===== src/crf_defs.svh =====
// offsets, field positions, reset values and counts of the cpu register block
`ifndef CRF_DEFS_SVH
`define CRF_DEFS_SVH
`define CRF_OFS_KEY       6'h04
`define CRF_OFS_EXT       6'h0B
`define CRF_OFS_SPL       6'h0D
`define CRF_OFS_SPH       6'h0E
`define CRF_OFS_FLAGS     6'h0F
`define CRF_SIG_IO        8'hD8
`define CRF_SIG_SPM       8'h9D
`define CRF_KEY_IO_BIT    0
`define CRF_KEY_SPM_BIT   1
`define CRF_EXT_MASK      8'h01
`define CRF_EXT_RESET     8'h00
`define CRF_SP_RESET      16'h7FFF
`define CRF_FLAGS_RESET   8'h00
`define CRF_KEY_RESET     8'h00
`define CRF_WIN_INSNS     3'h4
`define CRF_PTR_X_LO      5'h1A
`define CRF_PTR_Y_LO      5'h1C
`define CRF_PTR_Z_LO      5'h1E
`endif


===== src/crf_pkg.sv =====
// types shared by the cpu register block and its users
package crf_pkg;
   // protection window state
   typedef enum logic [1:0] {CRF_WIN_IDLE, CRF_WIN_IO, CRF_WIN_SPM} crf_win_e;
   // pointer pair selection
   typedef enum logic [1:0] {CRF_PTR_X, CRF_PTR_Y, CRF_PTR_Z} crf_psel_e;
   // pointer addressing form
   typedef enum logic [1:0] {CRF_PM_DISP, CRF_PM_INC, CRF_PM_DEC} crf_pmode_e;
   // all state of the block
   typedef struct packed {
      logic [31:0][7:0] gpr;
      logic [7:0]       ext;
      logic [15:0]      sp;
      logic [7:0]       flags;
      crf_win_e         win;
      logic [2:0]       cnt;
      logic [7:0]       rdata;
      logic             brk;
   } crf_state_s;
endpackage


===== src/crf_core.sv =====
// working register file, pointer unit and configuration change guard
`timescale 1ns/1ps
`default_nettype none
`include "crf_defs.svh"
module crf_core
(
   // clock and reset
   input  wire logic                mclk_in,
   input  wire logic                rst_in,
   // register file read ports
   input  wire logic [4:0]          rd_a_addr_in,
   input  wire logic [4:0]          rd_b_addr_in,
   input  wire logic                imm_op_in,
   output logic [7:0]               rd_a_data_out,
   output logic [7:0]               rd_b_data_out,
   // register file write port
   input  wire logic                wr_en_in,
   input  wire logic [4:0]          wr_addr_in,
   input  wire logic [7:0]          wr_data_in,
   // pointer unit
   input  wire crf_pkg::crf_psel_e  ptr_sel_in,
   input  wire crf_pkg::crf_pmode_e ptr_mode_in,
   input  wire logic [5:0]          ptr_disp_in,
   input  wire logic                ptr_upd_in,
   output logic [15:0]              ptr_addr_out,
   output logic [23:0]              prog_addr_out,
   // i/o register access
   input  wire logic                io_wr_in,
   input  wire logic                io_rd_in,
   input  wire logic [5:0]          io_addr_in,
   input  wire logic [7:0]          io_wdata_in,
   output logic [7:0]               io_rdata_out,
   output logic [15:0]              stack_pointer_out,
   // result flags from the alu
   input  wire logic                flags_wr_in,
   input  wire logic [7:0]          flags_in,
   output logic [7:0]               result_flags_out,
   // protection events
   input  wire logic                insn_done_in,
   input  wire logic                mem_wr_in,
   input  wire logic                nv_access_in,
   input  wire logic                sleep_in,
   output logic                     io_unlock_out,
   output logic                     spm_unlock_out,
   // interrupt gate
   input  wire logic                irq_req_in,
   output logic                     irq_take_out,
   // debug
   input  wire logic                halted_in,
   input  wire logic                dbg_wr_in,
   input  wire logic [4:0]          dbg_addr_in,
   input  wire logic [7:0]          dbg_data_in,
   input  wire logic                bp_pc_en_in,
   input  wire logic [16:0]         bp_pc_in,
   input  wire logic [16:0]         program_counter_in,
   input  wire logic                cof_brk_en_in,
   input  wire logic                cof_in,
   input  wire logic                irq_brk_en_in,
   input  wire logic                irq_entry_in,
   input  wire logic                brk_insn_in,
   output logic                     break_out
);
   import crf_pkg::*;

   crf_state_s  state_reg;   // registered state
   crf_state_s  state_next;  // next state
   logic [4:0]  a_eff;       // port a index after immediate mapping
   logic [4:0]  w_eff;       // write index after immediate mapping
   logic [4:0]  lo_idx;      // low byte index of selected pointer
   logic [15:0] ptr_base;    // selected pointer value
   logic [15:0] ptr_eff;     // address presented to memory
   logic        key_wr;      // cpu writes the key register
   logic        sig_io;      // io signature written
   logic        sig_spm;     // spm signature written
   logic        io_cancel;   // event closing io window
   logic        spm_cancel;  // event closing spm window

   // immediate ops only see the upper half: force the top index bit
   always_comb
   begin
      a_eff = imm_op_in ? {1'b1, rd_a_addr_in[3:0]} : rd_a_addr_in;
      w_eff = imm_op_in ? {1'b1, wr_addr_in[3:0]} : wr_addr_in;
   end

   // pointer selection and addressing form
   always_comb
   begin
      case (ptr_sel_in)
         CRF_PTR_X: lo_idx = `CRF_PTR_X_LO;
         CRF_PTR_Y: lo_idx = `CRF_PTR_Y_LO;
         CRF_PTR_Z: lo_idx = `CRF_PTR_Z_LO;
         default:   lo_idx = `CRF_PTR_Z_LO;
      endcase
      // low register carries the low byte
      ptr_base = {state_reg.gpr[lo_idx + 5'h01], state_reg.gpr[lo_idx]};
      case (ptr_mode_in)
         CRF_PM_DISP: ptr_eff = ptr_base + {10'h000, ptr_disp_in};
         CRF_PM_INC:  ptr_eff = ptr_base;
         CRF_PM_DEC:  ptr_eff = ptr_base - 16'h0001;
         default:     ptr_eff = ptr_base;
      endcase
   end

   // protection signature decode
   always_comb
   begin
      key_wr     = io_wr_in && (io_addr_in == `CRF_OFS_KEY);
      sig_io     = key_wr && (io_wdata_in == `CRF_SIG_IO);
      sig_spm    = key_wr && (io_wdata_in == `CRF_SIG_SPM);
      // any io or data write, nv access or sleep ends the io window
      io_cancel  = io_wr_in || mem_wr_in || nv_access_in || sleep_in;
      // only nv traffic or sleep ends the spm window
      spm_cancel = nv_access_in || sleep_in;
   end

   // next state
   always_comb
   begin
      state_next = state_reg;
      state_next.brk = 1'b0;
      // alu and load writes; single-cycle, visible on the next edge
      if (wr_en_in)
      begin
         state_next.gpr[w_eff] = wr_data_in;
      end
      // pointer write back; wins over a plain write to the pair
      if (ptr_upd_in && (ptr_mode_in == CRF_PM_INC))
      begin
         {state_next.gpr[lo_idx + 5'h01], state_next.gpr[lo_idx]} = ptr_base + 16'h0001;
      end
      else if (ptr_upd_in && (ptr_mode_in == CRF_PM_DEC))
      begin
         {state_next.gpr[lo_idx + 5'h01], state_next.gpr[lo_idx]} = ptr_eff;
      end
      // debugger edits only while execution is stopped
      if (dbg_wr_in && halted_in)
      begin
         state_next.gpr[dbg_addr_in] = dbg_data_in;
      end
      // alu flag update; an io write to the flags offset in the same cycle takes over
      if (flags_wr_in)
      begin
         state_next.flags = flags_in;
      end
      // i/o register writes
      if (io_wr_in)
      begin
         case (io_addr_in)
            `CRF_OFS_EXT:   state_next.ext = io_wdata_in & `CRF_EXT_MASK;
            `CRF_OFS_SPL:   state_next.sp[7:0] = io_wdata_in;
            `CRF_OFS_SPH:   state_next.sp[15:8] = io_wdata_in;
            `CRF_OFS_FLAGS: state_next.flags = io_wdata_in;
            default:        ;
         endcase
      end
      // window bookkeeping: count retired instructions
      case (state_reg.win)
         CRF_WIN_IO:
         begin
            if (io_cancel)
            begin
               state_next.win = CRF_WIN_IDLE;
            end
            else if (insn_done_in)
            begin
               state_next.cnt = state_reg.cnt - 3'h1;
               if (state_reg.cnt == 3'h1)
               begin
                  state_next.win = CRF_WIN_IDLE;
               end
            end
         end
         CRF_WIN_SPM:
         begin
            if (spm_cancel)
            begin
               state_next.win = CRF_WIN_IDLE;
            end
            else if (insn_done_in)
            begin
               state_next.cnt = state_reg.cnt - 3'h1;
               if (state_reg.cnt == 3'h1)
               begin
                  state_next.win = CRF_WIN_IDLE;
               end
            end
         end
         default: state_next.win = CRF_WIN_IDLE;
      endcase
      // a fresh signature reloads the count and sets the mode;
      // the signature write itself is not a cancelling event
      if (sig_io)
      begin
         state_next.win = CRF_WIN_IO;
         state_next.cnt = `CRF_WIN_INSNS;
      end
      else if (sig_spm)
      begin
         state_next.win = CRF_WIN_SPM;
         state_next.cnt = `CRF_WIN_INSNS;
      end
      // registered read data, valid the cycle after io_rd_in
      state_next.rdata = 8'h00;
      if (io_rd_in)
      begin
         case (io_addr_in)
            `CRF_OFS_KEY:
            begin
               state_next.rdata[`CRF_KEY_IO_BIT]  = (state_reg.win == CRF_WIN_IO);
               state_next.rdata[`CRF_KEY_SPM_BIT] = (state_reg.win == CRF_WIN_SPM);
            end
            `CRF_OFS_EXT:   state_next.rdata = state_reg.ext;
            `CRF_OFS_SPL:   state_next.rdata = state_reg.sp[7:0];
            `CRF_OFS_SPH:   state_next.rdata = state_reg.sp[15:8];
            `CRF_OFS_FLAGS: state_next.rdata = state_reg.flags;
            default:        state_next.rdata = 8'h00;  // reserved reads zero
         endcase
      end
      // breakpoint sources; none fire while already stopped
      if (!halted_in)
      begin
         state_next.brk = (bp_pc_en_in && (program_counter_in == bp_pc_in))
                        || (cof_brk_en_in && cof_in)
                        || (irq_brk_en_in && irq_entry_in)
                        || brk_insn_in;
      end
   end

   // state register; working registers clear at reset for determinism
   always_ff @(posedge mclk_in or posedge rst_in)
   begin
      if (rst_in)
      begin
         state_reg       <= '0;
         state_reg.ext   <= `CRF_EXT_RESET;
         state_reg.sp    <= `CRF_SP_RESET;
         state_reg.flags <= `CRF_FLAGS_RESET;
         state_reg.win   <= CRF_WIN_IDLE;
         state_reg.rdata <= `CRF_KEY_RESET;
      end
      else
      begin
         state_reg <= state_next;
      end
   end

   // outputs
   always_comb
   begin
      rd_a_data_out     = state_reg.gpr[a_eff];
      rd_b_data_out     = state_reg.gpr[rd_b_addr_in];
      ptr_addr_out      = ptr_eff;
      // program memory always goes through the third pointer
      prog_addr_out     = {state_reg.ext, state_reg.gpr[`CRF_PTR_Z_LO + 5'h01],
                           state_reg.gpr[`CRF_PTR_Z_LO]};
      io_rdata_out      = state_reg.rdata;
      stack_pointer_out = state_reg.sp;
      result_flags_out  = state_reg.flags;
      io_unlock_out     = (state_reg.win == CRF_WIN_IO);
      spm_unlock_out    = (state_reg.win == CRF_WIN_SPM);
      // requests stay pending upstream; only the take is held off
      irq_take_out      = irq_req_in && (state_reg.win == CRF_WIN_IDLE);
      break_out         = state_reg.brk;
   end
endmodule
`default_nettype wire


===== config.mk =====
export PLATFORM = sky130hd
export DESIGN_NAME = crf_core
export DESIGN_NICKNAME = d
export VERILOG_FILES = /design/src/crf_pkg.sv /design/src/crf_core.sv
export VERILOG_INCLUDE_DIRS = /design/src /design/src/src
export SDC_FILE = /design/constraint.sdc
export NUM_CORES = 1
export LEC_CHECK = 0
export BUFFER_PORTS_ARGS = -buffer_cell sky130_fd_sc_hd__buf_2
export CAP_MARGIN = 25
export CORE_ASPECT_RATIO = 1.25
export CORE_MARGIN = 5
export CORE_UTILIZATION = 25
export DETAILED_ROUTE_END_ITERATION = 7
export PLACE_DENSITY = 0.49
export SKIP_CTS_REPAIR_TIMING = 1
export SYNTH_ARGS = -nofsm -noshare
export SYNTH_HDL_FRONTEND = slang
export SYNTH_SLANG_ARGS = --single-unit

===== constraint.sdc =====
create_clock -name mclk_in -period 18.8 [get_ports mclk_in]
set_input_delay 0.94 -clock mclk_in [delete_from_list [all_inputs] [get_ports mclk_in]]
set_output_delay 0.94 -clock mclk_in [all_outputs]
set_load 0.005 [all_outputs]

==> reports/qor.log <==
INFO  setup_path     required=17860ps
INFO  routing        drt_first_pass_iters=5
INFO  logic_synthesis syn_area=22000µm²
INFO  placed_design  finalWeightedCongestion=0.904
INFO  sta            maxSlewViolCount=0
INFO  cts            ctsRootBufferMaster=clkbuf_16
INFO  logic_synthesis post-synth-top-count-cell=nand2_1
INFO  routing        drc=0
INFO  cts            clock_tree.htree_level_count=2
INFO  placed_design  post_dp_hpwl=60.0mm
INFO  setup_path     critPathLaunchType=primary input
INFO  floorplanning  floorplan.die.width=276µm
INFO  grt            grt-ovfl-total=0
INFO  logic_synthesis post_synth_most_frequent_cells=293 x nand2_1, 280 x dfrtp_1, 279 x mux2i_1
INFO  final_layout   number_of_flip_flops_under_the_largest_register_name=245
INFO  sta            fmaxAchievable=175MHz
INFO  logic_synthesis synth_top_flop_cell=dfrtp_1
INFO  logic_synthesis post_synth_num_cell_types=87
INFO  floorplanning  die_boundary_height=342µm
INFO  floorplanning  core_region_area=87400µm²
INFO  logic_synthesis yosys-top-cells-area=dfrtp_1 32%, mux4_2 16%, mux2i_1 13%, nand2_1 5.0%, o21ai_0 4.1%
INFO  final_layout   layout-drive-gt1-share=24.4%
INFO  routing        drtAntennaViolNets=0
INFO  routing        routed_via_density=5.30
INFO  setup_path     timing_worst_setup_path_type=primary input to output port
INFO  logic_synthesis yosys_warnings=0
INFO  cts            cts_tree=yes
INFO  setup_path     timing.critical_path.to_type=output port
INFO  floorplanning  boundaryPins=215
INFO  min_path       hold_path_class=primary input to async pin
INFO  sta            setup-tns-final=0ps
INFO  floorplanning  initial_utilization=25.2%
INFO  routing        drc_marker_count_from_the_first_detailed_route_iteration=1896
INFO  logic_synthesis synth_seq_cells=295
INFO  sta            relative_slew_margins=30.7%
INFO  final_layout   finalCoreUtilization=28.7%
INFO  cts            cts.clk_slew.worst_paths=60ps
INFO  sta            setup_repair_after_global_routing_missed_its_margin=false
INFO  routing        number_of_vias_in_the_routed_layout=18500
INFO  sta            finalSetupViolations=0
INFO  logic_synthesis yosysSeqAreaShare=33.6%
INFO  logic_synthesis synth.top_cell.area_share=31.8%
INFO  grt            grt.total_usage=17.7%
INFO  placed_design  worst_setup_slack_before_clock_tree_synthesis=13140ps
INFO  grt            global_route_wire_length_before_repair=126mm
INFO  cts            clkLatencyLatePin=580ps
INFO  sta            post-route-period-util=30.4%
INFO  power          cellPowerDensity=105nW/µm²
INFO  logic_synthesis postSynthCellCount=2232
INFO  setup_path     critPathMaxFanout=23
INFO  final_layout   non_filler_cell_area_final=25100µm²
INFO  status         outcome=complete, no violations
INFO  sta            setup_slack=13080ps
INFO  routing        routed_wire_length_per_instance=24.5µm
INFO  placed_design  placed_cells=3417
INFO  final_layout   final_cells=3491
INFO  logic_synthesis synth_area_per_inst=9.88µm²
INFO  sta            final.min_clock_period=5720ps
INFO  run            max_cap_violations=0
INFO  power          p_leak=10.9nW
INFO  routing        postRouteWirelength=85.7mm
INFO  setup_path     timing.critical_path.arrival=4780ps
INFO  cts            cts.sink_count=295
INFO  logic_synthesis synth_enable_flop_cells=0
INFO  floorplanning  fp-row-count=121
INFO  grt            antenna_violations_before_repair=7
INFO  grt            grt_max_degree=143
INFO  placed_design  numPortBuffers=207
INFO  sta            worst_pin_slew=1040ps
INFO  logic_synthesis async_flop_share=100%
INFO  floorplanning  die_area=94300µm²
INFO  power          ir_worst_vdd=0.0000491V
INFO  placed_design  post_dp_cell_area=23700µm²
INFO  cts            cts_max_path_buffers=3
INFO  grt            first_global_vias=18400
INFO  final_layout   area_growth=13.8%
INFO  sta            final-hold-violation-count=0
INFO  final_layout   final_net_count=2442
INFO  logic_synthesis yosys.area.top_type=dfrtp_1
INFO  sta            clock_skew=31.8ps
INFO  cts            numCtsBuffers=38
routing by layer:
metal  global-route usage, %  vias up  share of wire [%]
met5                       0        -              0.032
met4                    7.33        4                4.8
met3                    3.12      189                7.1
met2                    29.3      830                 47
met1                    22.8     9187                 41
li1                        -     8288                  -
critical path: stages:
cell      delay [ps]
buf_2            250
inv_1            500
nand2_1          370
nand2_1          160
ha_1             170
inv_1             60
fa_1             480
a211oi_1         380
o21ai_0          320
a31o_2           320
a21oi_1          170
xnor2_1          290
mux2_2           250
buf_2            110
cell families after synthesis:
family                     count (synthesis)  synth area share (%)
buffers and inverters                    255                  5.65
and+or+nand+nor                          631                  12.6
DFF                                      295                  33.6
adders and majority gates                 26                  1.49
other                                      1                0.0170
AOI/OAI and AO/OA                        483                  13.0
muxes                                    491                  31.7
xor gates and xnor gates                  50                  1.99
cells in the final DEF (no fill, tap or decap), types with 8 or more instances in the layout:
cell type  synthesis  layout
a211oi_1          18      18
a21o_1             8       8
a21oi_1          143     143
a22oi_1           10      10
a31oi_1           22      22
and2_1             9       9
buf_2             23     203
buf_4             57      32
clkbuf_16          0      39
clkbuf_8           0      13
dfrtp_1          280     280
dfstp_2           15      15
ha_1              23      23
inv_1             29      28
mux2_2            48      48
mux2i_1          279     279
mux4_2           160     160
nand2_1          293     293
nand2b_1          10      10
nand3_1           33      33
nand4_1           14      14
nor2_1           192     192
nor3_1            16      15
o211ai_1          24      24
o21ai_0          182     182
o221ai_1           9       9
xnor2_1           37      37
xor2_1            13      13
per-stage QoR:
step / total power [mW] / hold slack [ps]
after floorplan: 1.52 / 467
after global placement: 1.83 / 488
after detailed placement: 1.84 / 492
after CTS: 2.63 / 486
after global routing: 2.75 / 522
final: 2.62 / 460
where the power goes:
part | switching [mW] | internal [mW]
sequential | 0.165 | 0.790
combinational | 0.470 | 0.420
clock | 0.306 | 0.473
total | 0.941 | 1.68
final timing paths:
| kind | start | end | slack [ps] | cells past startpoint |
|---|---|---|---|---|
| min in group mclk_in | stack_pointer_out[2] | stack_pointer_out[2] | 500 | 2 |
| max in group asynchronous | rst_in | state_reg[267] | 16830 | 3 |
| max | ptr_mode_in[0] | ptr_addr_out[10] | 13080 | 14 |
| max reg2reg | prog_addr_out[0] | state_reg[264] | 15150 | 13 |
| min | rst_in | io_rdata_out[3] | 460 | 2 |
| min reg2reg | stack_pointer_out[2] | stack_pointer_out[2] | 500 | 2 |
area by class of cell:
class	count	area, µm²
Tap cell	1168	1460
Fill cell	9184	62300
Clock inverter	7	135
Timing Repair Buffer	241	1350
Multi-Input combinational cell	1688	13400
Clock buffer	59	1180
Antenna cell	2	5.00
Inverter	31	124
Sequential cell	295	7400
Power figures use the tool's default switching activity.
